### config.mk
export PLATFORM = sky130hd
export DESIGN_NAME = sscf_top
export DESIGN_NICKNAME = d
export VERILOG_FILES = /design/src/hw/sscf_pkg.sv /design/src/hw/sscf_word_if.sv /design/src/hw/sscf_top.sv /design/src/hw/sscf_sync.sv /design/src/hw/sscf_buf.sv
export SDC_FILE = /design/constraint.sdc
export NUM_CORES = 1
export LEC_CHECK = 0
export BUFFER_PORTS_ARGS = -buffer_cell sky130_fd_sc_hd__buf_4
export CORE_MARGIN = 2
export CORE_UTILIZATION = 39
export DETAILED_ROUTE_END_ITERATION = 16
export HOLD_SLACK_MARGIN = 0.05
export PLACE_DENSITY = 0.54
export REMOVE_ABC_BUFFERS = 1
export SLEW_MARGIN = 20
export SYNTH_ARGS = -nofsm -noshare
export SYNTH_HDL_FRONTEND = slang
export SYNTH_SLANG_ARGS = --single-unit
### constraint.sdc
create_clock -name clk -period 6.65 [get_ports clk]
set_clock_uncertainty 0.15 [all_clocks]
set_input_delay 1.6625 -clock clk [delete_from_list [all_inputs] [get_ports clk]]
set_output_delay 1.6625 -clock clk [all_outputs]
set_load 0.01 [all_outputs]
### src/hw/sscf_pkg.sv
// Constants, reply layouts and helpers shared by the sensor serial command frame block
package sscf_pkg;

  // ****************************************************************
  // Frame and synchroniser shape
  // ****************************************************************
  localparam int FRAME_BITS = 16;
  localparam int WORD_W = 17;
  localparam int BUF_DEPTH = 2;
  localparam int SYNC_W = 3;
  localparam logic [4:0] EDGE_COUNT = 5'h10;
  localparam logic [4:0] EDGE_SAT = 5'h1F;
  localparam logic [2:0] SYNC_RST = 3'h2;

  // ****************************************************************
  // Register addresses and control bit positions
  // ****************************************************************
  localparam logic [4:0] CTRL_ADDR = 5'h00;
  localparam logic [4:0] STAT_ADDR = 5'h10;
  localparam int CTL_ST0 = 0;
  localparam int CTL_ST1 = 1;
  localparam int CTL_FILTER_BYPASS_BIT = 2;
  localparam int CTL_CE = 3;
  localparam logic [7:0] CTRL_RB_MASK = 8'h07;
  localparam logic [7:0] CTRL_RST = 8'h00;

  // ****************************************************************
  // Command operations, reply status codes and error flags
  // ****************************************************************
  localparam logic [1:0] OP_NONE = 2'h0;
  localparam logic [1:0] OP_WRITE = 2'h1;
  localparam logic [1:0] OP_READ = 2'h2;
  localparam logic [1:0] OP_TEST = 2'h3;
  localparam logic [1:0] ST_DATA = 2'h1;
  localparam logic [1:0] ST_SELF = 2'h2;
  localparam logic [1:0] ST_ERR = 2'h3;
  localparam int FLG_ND = 4;
  localparam int FLG_HE = 3;
  localparam int FLG_CNC = 2;
  localparam int FLG_SPI = 1;
  localparam int FLG_REQ = 0;
  localparam int RPL_PAR = 12;

  // Inserts odd parity over the whole word
  function automatic logic [15:0] add_parity(input logic [15:0] w);
    logic [15:0] r;
    r = w;
    r[RPL_PAR] = 1'b0;
    r[RPL_PAR] = ~^r;
    return r;
  endfunction : add_parity

  localparam logic [15:0] REQ_ERR_RAW = {4'h0, ST_ERR, 10'h001};
  localparam logic [15:0] SPI_ERR_RAW = {4'h0, ST_ERR, 10'h002};
  localparam logic [15:0] REQ_ERR_WORD = add_parity(REQ_ERR_RAW);

endpackage : sscf_pkg

### src/hw/sscf_word_if.sv
// Valid/ready word carrier between the frame logic and the buffer
`timescale 1ns/10ps
`default_nettype none
interface sscf_word_if #(parameter int W = 17);
  logic valid;
  logic ready;
  logic [W-1:0] data;
  modport src (output valid, output data, input ready);
  modport snk (input valid, input data, output ready);
endinterface : sscf_word_if
`default_nettype wire

### src/hw/sscf_top.sv
// Serial command frame slave of a two-axis acceleration sensor
`timescale 1ns/10ps
`default_nettype none
module sscf_top (
  // Clock and reset
  input wire logic clk,
  input wire logic sys_rst,
  // Serial pins
  input wire logic spi_sclk,
  input wire logic spi_cs_n,
  input wire logic spi_mosi,
  output logic spi_miso,
  output logic spi_miso_oe,
  // Initialisation and fault sources
  input wire logic init_phase1,
  input wire logic init_busy,
  input wire logic osc_running,
  input wire logic osc_compare_fail,
  input wire logic temp_fault,
  input wire logic offset_x_fault,
  input wire logic offset_y_fault,
  input wire logic parity_fault,
  // Acceleration samples
  input wire logic [9:0] accel_x,
  input wire logic [9:0] accel_y,
  // Other registers
  output logic [4:0] ext_reg_addr,
  input wire logic [7:0] ext_reg_data,
  // Control outputs
  output logic filter_bypass_bit,
  output logic selftest_direction_bit,
  output logic selftest_enable_bit,
  output logic clear_fault_pulse,
  output logic restart_seen_flag
);

  // ****************************************************************
  // Pin synchronisation and edge detection
  // ****************************************************************
  typedef enum logic [1:0] {P_IDLE, P_LOOK, P_BUILD} sscf_proc_t;

  logic [sscf_pkg::SYNC_W-1:0] pins_s;
  logic sclk_q;
  logic csn_q;

  sscf_sync #(
    .W(sscf_pkg::SYNC_W),
    .RST_VAL(sscf_pkg::SYNC_RST)
  ) u_sync (
    .clk(clk),
    .sys_rst(sys_rst),
    .async_in({spi_sclk, spi_cs_n, spi_mosi}),
    .sync_out(pins_s)
  );

  wire sclk_s = pins_s[2];
  wire csn_s = pins_s[1];
  wire mosi_s = pins_s[0];
  wire sclk_rise = sclk_s & ~sclk_q;
  wire sclk_fall = ~sclk_s & sclk_q;
  wire cs_start = csn_q & ~csn_s;
  wire cs_end = ~csn_q & csn_s;
  wire in_frame = ~csn_s & ~csn_q;

  always_ff @(posedge clk) begin
    if (sys_rst) begin
      sclk_q <= 1'b0;
      csn_q <= 1'b1;
    end else begin
      sclk_q <= sclk_s;
      csn_q <= csn_s;
    end
  end

  // ****************************************************************
  // Frame shifter
  // ****************************************************************
  logic [15:0] rx_q;
  logic [15:0] tx_q;
  logic [4:0] cnt_q;
  logic ferr_q;
  logic [15:0] reply_q;

  wire [4:0] cnt_inc = (cnt_q == sscf_pkg::EDGE_SAT) ? cnt_q : cnt_q + 5'h01;

  always_ff @(posedge clk) begin
    if (sys_rst) begin
      rx_q <= 16'h0000;
      tx_q <= 16'h0000;
      cnt_q <= 5'h00;
      ferr_q <= 1'b0;
    end else if (cs_start) begin
      tx_q <= reply_q;
      cnt_q <= 5'h00;
      ferr_q <= sclk_s;
      rx_q <= 16'h0000;
    end else if (in_frame) begin
      if (sclk_rise) begin
        rx_q <= {rx_q[14:0], mosi_s};
        cnt_q <= cnt_inc;
      end
      if (sclk_fall) begin
        tx_q <= {tx_q[14:0], 1'b0};
      end
    end
  end

  // ****************************************************************
  // Frame hand-off into the buffer
  // ****************************************************************
  sscf_word_if #(.W(sscf_pkg::WORD_W)) push_if ();
  sscf_word_if #(.W(sscf_pkg::WORD_W)) pop_if ();

  wire frame_bad = ferr_q | sclk_s | (cnt_q != sscf_pkg::EDGE_COUNT);
  // frames in first init phase dropped
  assign push_if.valid = cs_end & ~init_phase1;
  assign push_if.data = {frame_bad, rx_q};

  sscf_buf #(
    .W(sscf_pkg::WORD_W),
    .D(sscf_pkg::BUF_DEPTH)
  ) u_buf (
    .clk(clk),
    .sys_rst(sys_rst),
    .push(push_if),
    .pop(pop_if)
  );

  // ****************************************************************
  // Command decode
  // ****************************************************************
  sscf_proc_t state_q;
  logic [16:0] cmd_q;
  logic [7:0] ctrl_q;
  logic restart_q;
  logic nd_pend_q;

  // Reply word only changes between frames
  assign pop_if.ready = (state_q == P_IDLE) & csn_s & csn_q;

  wire c_bad = cmd_q[16];
  wire c_acc = cmd_q[13];
  wire [1:0] c_op = cmd_q[15:14];
  wire [4:0] c_addr = cmd_q[12:8];
  wire [7:0] c_dat = cmd_q[7:0];
  wire init_active = init_phase1 | init_busy;
  wire osc_fault = osc_running & osc_compare_fail;
  wire hpf_present = ~ctrl_q[sscf_pkg::CTL_FILTER_BYPASS_BIT] & ~ctrl_q[sscf_pkg::CTL_ST0];
  wire [7:0] stat_reg = {parity_fault, osc_fault, init_active, temp_fault,
                         hpf_present, offset_y_fault, offset_x_fault, restart_q};

  wire nd = init_active | nd_pend_q;
  wire he = temp_fault | offset_x_fault | offset_y_fault | parity_fault;
  wire wrong_condition_flag = cmd_q[15];
  wire acc_err = nd | he | wrong_condition_flag;
  wire [9:0] acc_flags = (10'(nd) << sscf_pkg::FLG_ND) | (10'(he) << sscf_pkg::FLG_HE) |
                         (10'(wrong_condition_flag) << sscf_pkg::FLG_CNC);
  wire [1:0] good_status = ctrl_q[sscf_pkg::CTL_ST0] ? sscf_pkg::ST_SELF : sscf_pkg::ST_DATA;
  wire [1:0] acc_status = acc_err ? sscf_pkg::ST_ERR : good_status;
  wire [9:0] acc_sample = cmd_q[14] ? accel_y : accel_x;
  wire [15:0] acc_word = {2'h0, cmd_q[14], 1'b0, acc_status, acc_err ? acc_flags : acc_sample};

  wire wr_ok = (c_op == sscf_pkg::OP_WRITE) & (c_addr == sscf_pkg::CTRL_ADDR);
  wire req_err = ~c_acc & ((c_op == sscf_pkg::OP_NONE) | ((c_op == sscf_pkg::OP_WRITE) & ~wr_ok));
  wire [7:0] ctrl_new = c_dat & sscf_pkg::CTRL_RB_MASK;
  wire [7:0] rd_val = (c_addr == sscf_pkg::STAT_ADDR) ? stat_reg :
                      (c_addr == sscf_pkg::CTRL_ADDR) ? ctrl_q : ext_reg_data;
  wire op_write = (c_op == sscf_pkg::OP_WRITE);
  wire op_test = (c_op == sscf_pkg::OP_TEST);
  wire [7:0] ok_data = op_test ? stat_reg : rd_val;
  wire [7:0] na_data = op_write ? ctrl_new : ok_data;
  wire [15:0] na_word = {cmd_q[15:13], 1'b0, sscf_pkg::ST_DATA, 2'h0, na_data};
  wire [15:0] raw_reply = c_bad ? sscf_pkg::SPI_ERR_RAW :
                          req_err ? sscf_pkg::REQ_ERR_RAW :
                          c_acc ? acc_word : na_word;
  wire [15:0] reply_d = sscf_pkg::add_parity(raw_reply);
  wire do_write = ~c_bad & ~c_acc & wr_ok;
  wire do_clear = do_write & c_dat[sscf_pkg::CTL_CE];

  // ****************************************************************
  // Command processor
  // ****************************************************************
  always_ff @(posedge clk) begin
    if (sys_rst) begin
      state_q <= P_IDLE;
      cmd_q <= 17'h00000;
      ext_reg_addr <= 5'h00;
    end else begin
      case (state_q)
        P_IDLE: begin
          if (pop_if.valid & pop_if.ready) begin
            cmd_q <= pop_if.data;
            ext_reg_addr <= pop_if.data[12:8];
            state_q <= P_LOOK;
          end
        end
        P_LOOK: begin
          state_q <= P_BUILD;
        end
        P_BUILD: begin
          state_q <= P_IDLE;
        end
        default: begin
          state_q <= P_IDLE;
        end
      endcase
    end
  end

  wire build = (state_q == P_BUILD);

  always_ff @(posedge clk) begin
    if (sys_rst) begin
      reply_q <= sscf_pkg::REQ_ERR_WORD;
      ctrl_q <= sscf_pkg::CTRL_RST;
      clear_fault_pulse <= 1'b0;
      restart_q <= 1'b1;
      nd_pend_q <= 1'b1;
    end else begin
      clear_fault_pulse <= build & do_clear;
      if (build) begin
        reply_q <= reply_d;
        if (do_write) begin
          ctrl_q <= ctrl_new;
        end
        if (do_clear & ~init_active) begin
          restart_q <= 1'b0;
        end
        if (~c_bad & c_acc & ~init_active) begin
          nd_pend_q <= 1'b0;
        end
      end
    end
  end

  // ****************************************************************
  // Registered outputs
  // ****************************************************************
  // oscillator fault forces high
  wire miso_d = osc_fault | tx_q[15];
  wire miso_oe_d = in_frame & ~init_phase1;

  always_ff @(posedge clk) begin
    if (sys_rst) begin
      spi_miso <= 1'b0;
      spi_miso_oe <= 1'b0;
    end else begin
      spi_miso <= miso_d;
      spi_miso_oe <= miso_oe_d;
    end
  end

  assign filter_bypass_bit = ctrl_q[sscf_pkg::CTL_FILTER_BYPASS_BIT];
  assign selftest_direction_bit = ctrl_q[sscf_pkg::CTL_ST1];
  assign selftest_enable_bit = ctrl_q[sscf_pkg::CTL_ST0];
  assign restart_seen_flag = restart_q;

endmodule : sscf_top
`default_nettype wire

### src/hw/sscf_sync.sv
// Two-flop synchronisers for the serial pins
`timescale 1ns/10ps
`default_nettype none
module sscf_sync #(
  parameter int W = 3,
  parameter logic [W-1:0] RST_VAL = '0
) (
  // Clock and reset
  input wire logic clk,
  input wire logic sys_rst,
  // Pins and synchronised levels
  input wire logic [W-1:0] async_in,
  output logic [W-1:0] sync_out
);
  genvar i;
  generate
    for (i = 0; i < W; i++) begin : g_bit
      logic meta_q;
      logic stab_q;
      always_ff @(posedge clk) begin
        if (sys_rst) begin
          meta_q <= RST_VAL[i];
          stab_q <= RST_VAL[i];
        end else begin
          meta_q <= async_in[i];
          stab_q <= meta_q;
        end
      end
      assign sync_out[i] = stab_q;
    end
  endgenerate
endmodule : sscf_sync
`default_nettype wire

### src/hw/sscf_buf.sv
// Two-entry valid/ready buffer for received frame words
`timescale 1ns/10ps
`default_nettype none
module sscf_buf #(
  parameter int W = 17,
  parameter int D = 2
) (
  // Clock and reset
  input wire logic clk,
  input wire logic sys_rst,
  // Filling and draining sides
  sscf_word_if.snk push,
  sscf_word_if.src pop
);
  localparam int AW = (D > 1) ? $clog2(D) : 1;
  localparam int CW = AW + 1;
  logic [W-1:0] mem_q [D];
  logic [AW-1:0] wr_q;
  logic [AW-1:0] rd_q;
  logic [CW-1:0] cnt_q;
  wire do_push = push.valid & push.ready;
  wire do_pop = pop.valid & pop.ready;

  assign push.ready = (cnt_q != CW'(D));
  assign pop.valid = (cnt_q != '0);
  assign pop.data = mem_q[rd_q];

  always_ff @(posedge clk) begin
    if (do_push) begin
      mem_q[wr_q] <= push.data;
    end
  end

  always_ff @(posedge clk) begin
    if (sys_rst) begin
      wr_q <= '0;
      rd_q <= '0;
      cnt_q <= '0;
    end else begin
      if (do_push) begin
        wr_q <= wr_q + AW'(1);
      end
      if (do_pop) begin
        rd_q <= rd_q + AW'(1);
      end
      cnt_q <= cnt_q + CW'(do_push) - CW'(do_pop);
    end
  end
endmodule : sscf_buf
`default_nettype wire

## After elaboration in Yosys (flattened, before gate mapping)

Memory sizes are Yosys's and may differ from the RTL's. A register that Yosys moved wholly into a read port is not among the register bits.
Index checks and enable logic that the tools add are counted.
W data, S select, Z words.

- Output and inout port bits: 12
- Input bits: 41
- Memory bits (writable): 34
- Register bits: 98
- Memories kept: 1
- ROM bits: 0
- Logic and storage cells: 123
- Bits in latches: 0

Memories:

| memory | depth | width | read ports | clocked after Yosys merged registers in | wr ports | line | RTL |
|---|---|---|---|---|---|---|---|
| u_buf.mem_q | 2 | 17 | 1 | 1 | 1 | sscf_buf.sv:17 | `logic [W-1:0] mem_q [D];` |

- Div/mod/pow operators: 0
- Add/subtract/negate cells: 5
- Bitwise gates (word level): 48
- Multiplexer cells: 20
- Reduce and logical (&&, ||, !) cells: 15
- Eq/ne operators: 9
- Multipliers: 0
- Shift operators: 0
- Magnitude comparators: 0

Operator list:

| cell | count |
|---|---|
| $mux W16 | 6 |
| $mux W8 | 4 |
| $and A1 B1 Y1 | 23 |
| $mux W10 | 2 |
| $reduce_xnor A16 Y1 | 1 |
| $not A1 Y1 | 12 |
| $reduce_and A2 Y1 | 6 |
| $or A1 B1 Y1 | 11 |
| $eq A5 B5 Y1 const B | 2 |
| $mux W2 | 3 |
| $reduce_bool A2 Y1 | 3 |
| $add A5 B1 Y5 const B | 1 |
| $logic_not A5 Y1 | 1 |
| $ne A5 B5 Y1 const B | 1 |
| $or A5 B3 Y5 | 1 |
| $or A5 B4 Y5 | 1 |
| $eq A2 B1 Y1 const B | 2 |
| $eq A2 B2 Y1 const B | 2 |
| $logic_not A2 Y1 | 2 |
| $mux W1 | 4 |
| $pmux W2 S2 | 1 |
| $reduce_and A3 Y1 | 1 |
| $add A1 B1 Y1 const B | 2 |
| $add A2 B1 Y2 | 1 |
| 4 further kinds | 4 |

## Depth between registers and ports, before layout

- Word-level depth: 10
- Gate-level depth with buffers: 10
- Gate-level depth less buffers: 8

## Cells and area by module

From an unflattened synthesis, not the netlist that was laid out.

- Cells, all modules: 534
- Area, all modules: 5457.7 µm²

By module, submodules not included:

| module | cells each | area each (µm²) | times used | sequential area each (µm²) |
|---|---|---|---|---|
| sscf_top | 437 | 3794.9 | 1 | 1581.5 |
| sscf_buf | 82 | 1482.7 | 1 | 1121.1 |
| sscf_sync | 15 | 180.2 | 1 | 120.1 |

## Least setup slack after synthesis

No wires, ideal clock.

- Kind: input to register
- From: input port offset_x_fault
- To: register reply_q[12]
- Data arrival time: 3.652 ns
- Library setup time: 0.079 ns
- Setup slack: 2.769 ns
- Stages on the path: 7
- Data required time: 6.421 ns
- Buffers on the path: 0
- Cells stage by stage: or4_1 -> a32o_1 -> nor3_1 -> xor2_1 -> xnor2_1 -> xnor3_1 -> a211oi_2

- Word-level cells in the longest chain between the ends: 10
- Elaborated cells on any way between the ends: 16
- Classes of those cells: mux: 8; bitwise: 7; reduce/logical: 1

RTL lines:

| element | line | RTL |
|---|---|---|
| from (decl) | sscf_top.sv:20 | `input wire logic offset_x_fault,` |
| $or A1 B1 Y1 (3 in series) | sscf_top.sv:153 | `wire he = temp_fault \| offset_x_fault \| offset_y_fault \| parity_fault;` |
| $or A1 B1 Y1 / $or A5 B4 Y5 (equally long branches) | sscf_top.sv:155, sscf_top.sv:156 |  |
| $or A1 B1 Y1 / $or A5 B3 Y5 (equally long branches) | sscf_top.sv:155, sscf_top.sv:156 |  |
| $mux W10 / $mux W2 (equally long branches) | sscf_top.sv:161, sscf_top.sv:159 |  |
| $mux W16 * | sscf_top.sv:175 | `c_acc ? acc_word : na_word;` |
| $mux W16 * | sscf_top.sv:174 | `req_err ? sscf_pkg::REQ_ERR_RAW :` |
| $mux W16 * | sscf_top.sv:173 | `wire [15:0] raw_reply = c_bad ? sscf_pkg::SPI_ERR_RAW :` |
| $reduce_xnor A16 Y1 * | sscf_pkg.sv:49 | `r[RPL_PAR] = ~^r;` |
| to (signal assigned) | sscf_top.sv:214 | `reply_q <= sscf_pkg::REQ_ERR_WORD;` |
| to (signal assigned) | sscf_top.sv:222 | `reply_q <= reply_d;` |
| to (decl) | sscf_top.sv:82 | `logic [15:0] reply_q;` |

Mark *: on every way between the ends. The rest lies on a longest branch, timed or not.
A chain may end at the register's enable or synchronous reset.

## Worst setup path after layout

Same ends and word-level chain as after synthesis.

==> impl_metrics.toml <==
[outcome]
status = "complete, no violations"

[timing]
fin_hold_ws_ns = 0.261
final_max_slew_viol_count = 0
finalCritPeriodShare_pct = 56.9
min_period_ns = 3.78
fmax_mhz = 264
finalSetupViolations = 0
finalHoldViolCount = 0
worstMarginPinSlew_ns = 0.827
rsz0062_at_grt = "false"
setup_tns_ns = 0
relSlewSlack_pct = 44.8

[power_and_ir_drop]
p_leak_nw = 2.14
total_power_w = 0.00236
ir_worst_vdd_mv = 0.188
power_density_nw_per_um2 = 392

[place]
gp_congestion = 0.887
placed_cells = 698
port_buffers = 52
dp_hpwl_mm = 7.41

[yosys]
netlist_area_um2 = 4980
async_flop_share_pct = 0
yosysSeqAreaShare_pct = 51.8
synth_edf_count = 26
netlist_instances = 507
synthFlopType = "dfxtp_1"
syn_avg_cell_area_um2 = 9.83
yosys_warnings = 0
yosysUniqueCellTypes = 58
synth-seq-cells = 116

[worst_setup_path]
cp.arrival_ns = 3.97
critical_path_class = "input pin to register"
worstSetupStartpointType = "input pin"
end_kind = "register"
cpPeakStageDelay_ns = 0.64
crit_path_max_fanout = 4
crit_buf_inv = 1
cp.required_ns = 6.83
cp_slowest_cell = "or4_1"
cp_cell_sequence = "buf_4, or4_1, nor3_2, a21boi_1, a311o_1, xor2_1, xnor2_1, xnor3_1, a211oi_2"
crit_family = "simple AND/OR/NAND/NOR gates"

[global_route]
grt_max_degree = 70
grt_pass1_vias = 3528
globalRouteOverflowTotal = 0
antenna_found_initial = 0
grtUsageTotal_pct = 17.3
grt_pass1_wl_mm = 17.8

[cells_and_area]
postLayoutCoreUtil_pct = 47.8
syn2layout_area_growth_pct = 20.6
final_cell_mix = "dfxtp_1 (90), nor2_1 (70), buf_4 (58)"
final_layout_size_suffix_gt1_share_pct = 19.7
final_common_cell = "dfxtp_1"
layout.cells.non_filler = 730
num-nets-final = 591
antenna_cells = 0

[routing]
via_per_inst = 5.11
vias = 3730
drc = 0
drt_first_pass_iters = 5
wl_mm = 10.9
antenna_left = 0
drtIter0Drc = 252
wl_per_cell_um = 14.9

[floorplan]
coreArea_um2 = 12600
die_h_um = 117
fp-row-count = 41
chipWidth_um = 117
start_util_pct = 39.7
die_area_um2 = 13700
pin_count = 53

[clock_network]
cts_buffer_depth = 2
postCtsSetupBuffers = 0
numCtsBuffers = 17
clkLatencyLatePin_ns = 0.42
cts_hold_buf = 0
htreeDepth = 4
cts_tree = "built"
clock-sinks = 116
cts-root-buf = "clkbuf_16"
clkTransAtPathRegs_ns = 0.06
cts-resized-gates = 0

[run]
max_cap_viol_count = 0

[hold_path]
hold_class = "register to register"
## through the flow
stage               cell area (um^2)  worst slack [ns]
global route                    6010              2.70
floorplan                       4810              2.73
finish                          6010              2.87
CTS                             6010              2.86
detailed placement              5480              2.42
global placement                5480              2.50
## final cells by class
cell class                 count  area, um^2
timing repair buffer          58         435
clock buffer                  18         429
sequential                   116        2580
tap                          172         215
fill                        1195        6560
inverter                       7        26.3
clock inverter                14         104
multi-input combinational    345        2220
## registers in the layout (all words and copies together) (netlist names), 2 cells and up, named ones only
register             cells
u_sync.g_bit.meta_q      3
u_sync.g_bit.stab_q      3
ext_reg_addr             4
state_q                  2
reply_q                 16
rx_q                    16
tx_q                    16
u_buf.mem_q             26
cnt_q                    5
ctrl_q                   3
u_buf.cnt_q              2
cmd_q                    9
## where the power goes
group / internal [W] / switching, W / total [W] / leakage (nW)
Combinational: 0.000321 / 0.000348 / 0.000669 / 0.919
Clock: 0.000479 / 0.000336 / 0.000815 / 0.258
Sequential: 0.000780 / 0.0000936 / 0.000873 / 0.967
Total: 0.00158 / 0.000778 / 0.00236 / 2.14
## worst paths after layout
kind              slack [ns]  depth (start not counted)              startpoint                      to
setup / recovery        2.87                          9          offset_x_fault             reply_q[12]
setup reg to reg        3.55                          8               cmd_q[13]             reply_q[12]
hold / removal          0.26                          1  u_sync.g_bit[1].meta_q  u_sync.g_bit[1].stab_q
hold reg to reg         0.26                          1  u_sync.g_bit[1].meta_q  u_sync.g_bit[1].stab_q
## worst reg2reg max path, stage by stage (launching register included)
cell,delay (ns)
dfxtp_1,0.61
nor2b_1,0.48
nand4_1,0.42
o32ai_1,0.25
a31oi_1,0.11
xor2_1,0.20
xnor2_1,0.17
xnor3_1,0.42
a211oi_2,0.21
## layer usage
metal / GRT usage (%) / wire (um) / up-vias
li1: - / - / 1879
met1: 21.8 / 5150 / 1726
met2: 26.9 / 4780 / 102
met3: 4.89 / 660 / 23
met4: 9.41 / 320 / 0
met5: 0 / 0 / -
## kinds of logic after synthesis
| group | synth area share [%] |
|---|---|
| multiplexers | 8.68 |
| AO/OA/AOI/OAI | 14.4 |
| AND/OR/NAND/NOR | 16.6 |
| flip-flops | 51.8 |
| buffers and inverters | 4.04 |
| XOR/XNOR | 3.26 |
| adder cells (fa/ha/maj) | 1.26 |
## cells in the mapped netlist (5+ instances only)
cell type	n	share of area (%)
nand2_1	52	3.9
dfxtp_1	90	36
nor2b_1	12	1.5
o21ai_0	5	0.50
nor2_1	70	5.3
edfxtp_1	26	16
mux2i_1	41	8.2
a21oi_1	40	4.0
a211oi_1	33	5.0
nor3_1	11	1.1
ha_1	5	1.3
xor2_1	7	1.2
buf_4	5	0.75
xnor2_1	9	1.6
nor4_1	6	0.75
clkbuf_1	27	2.0
inv_1	7	0.53
Note: power is estimated with default switching activity, not from simulation.
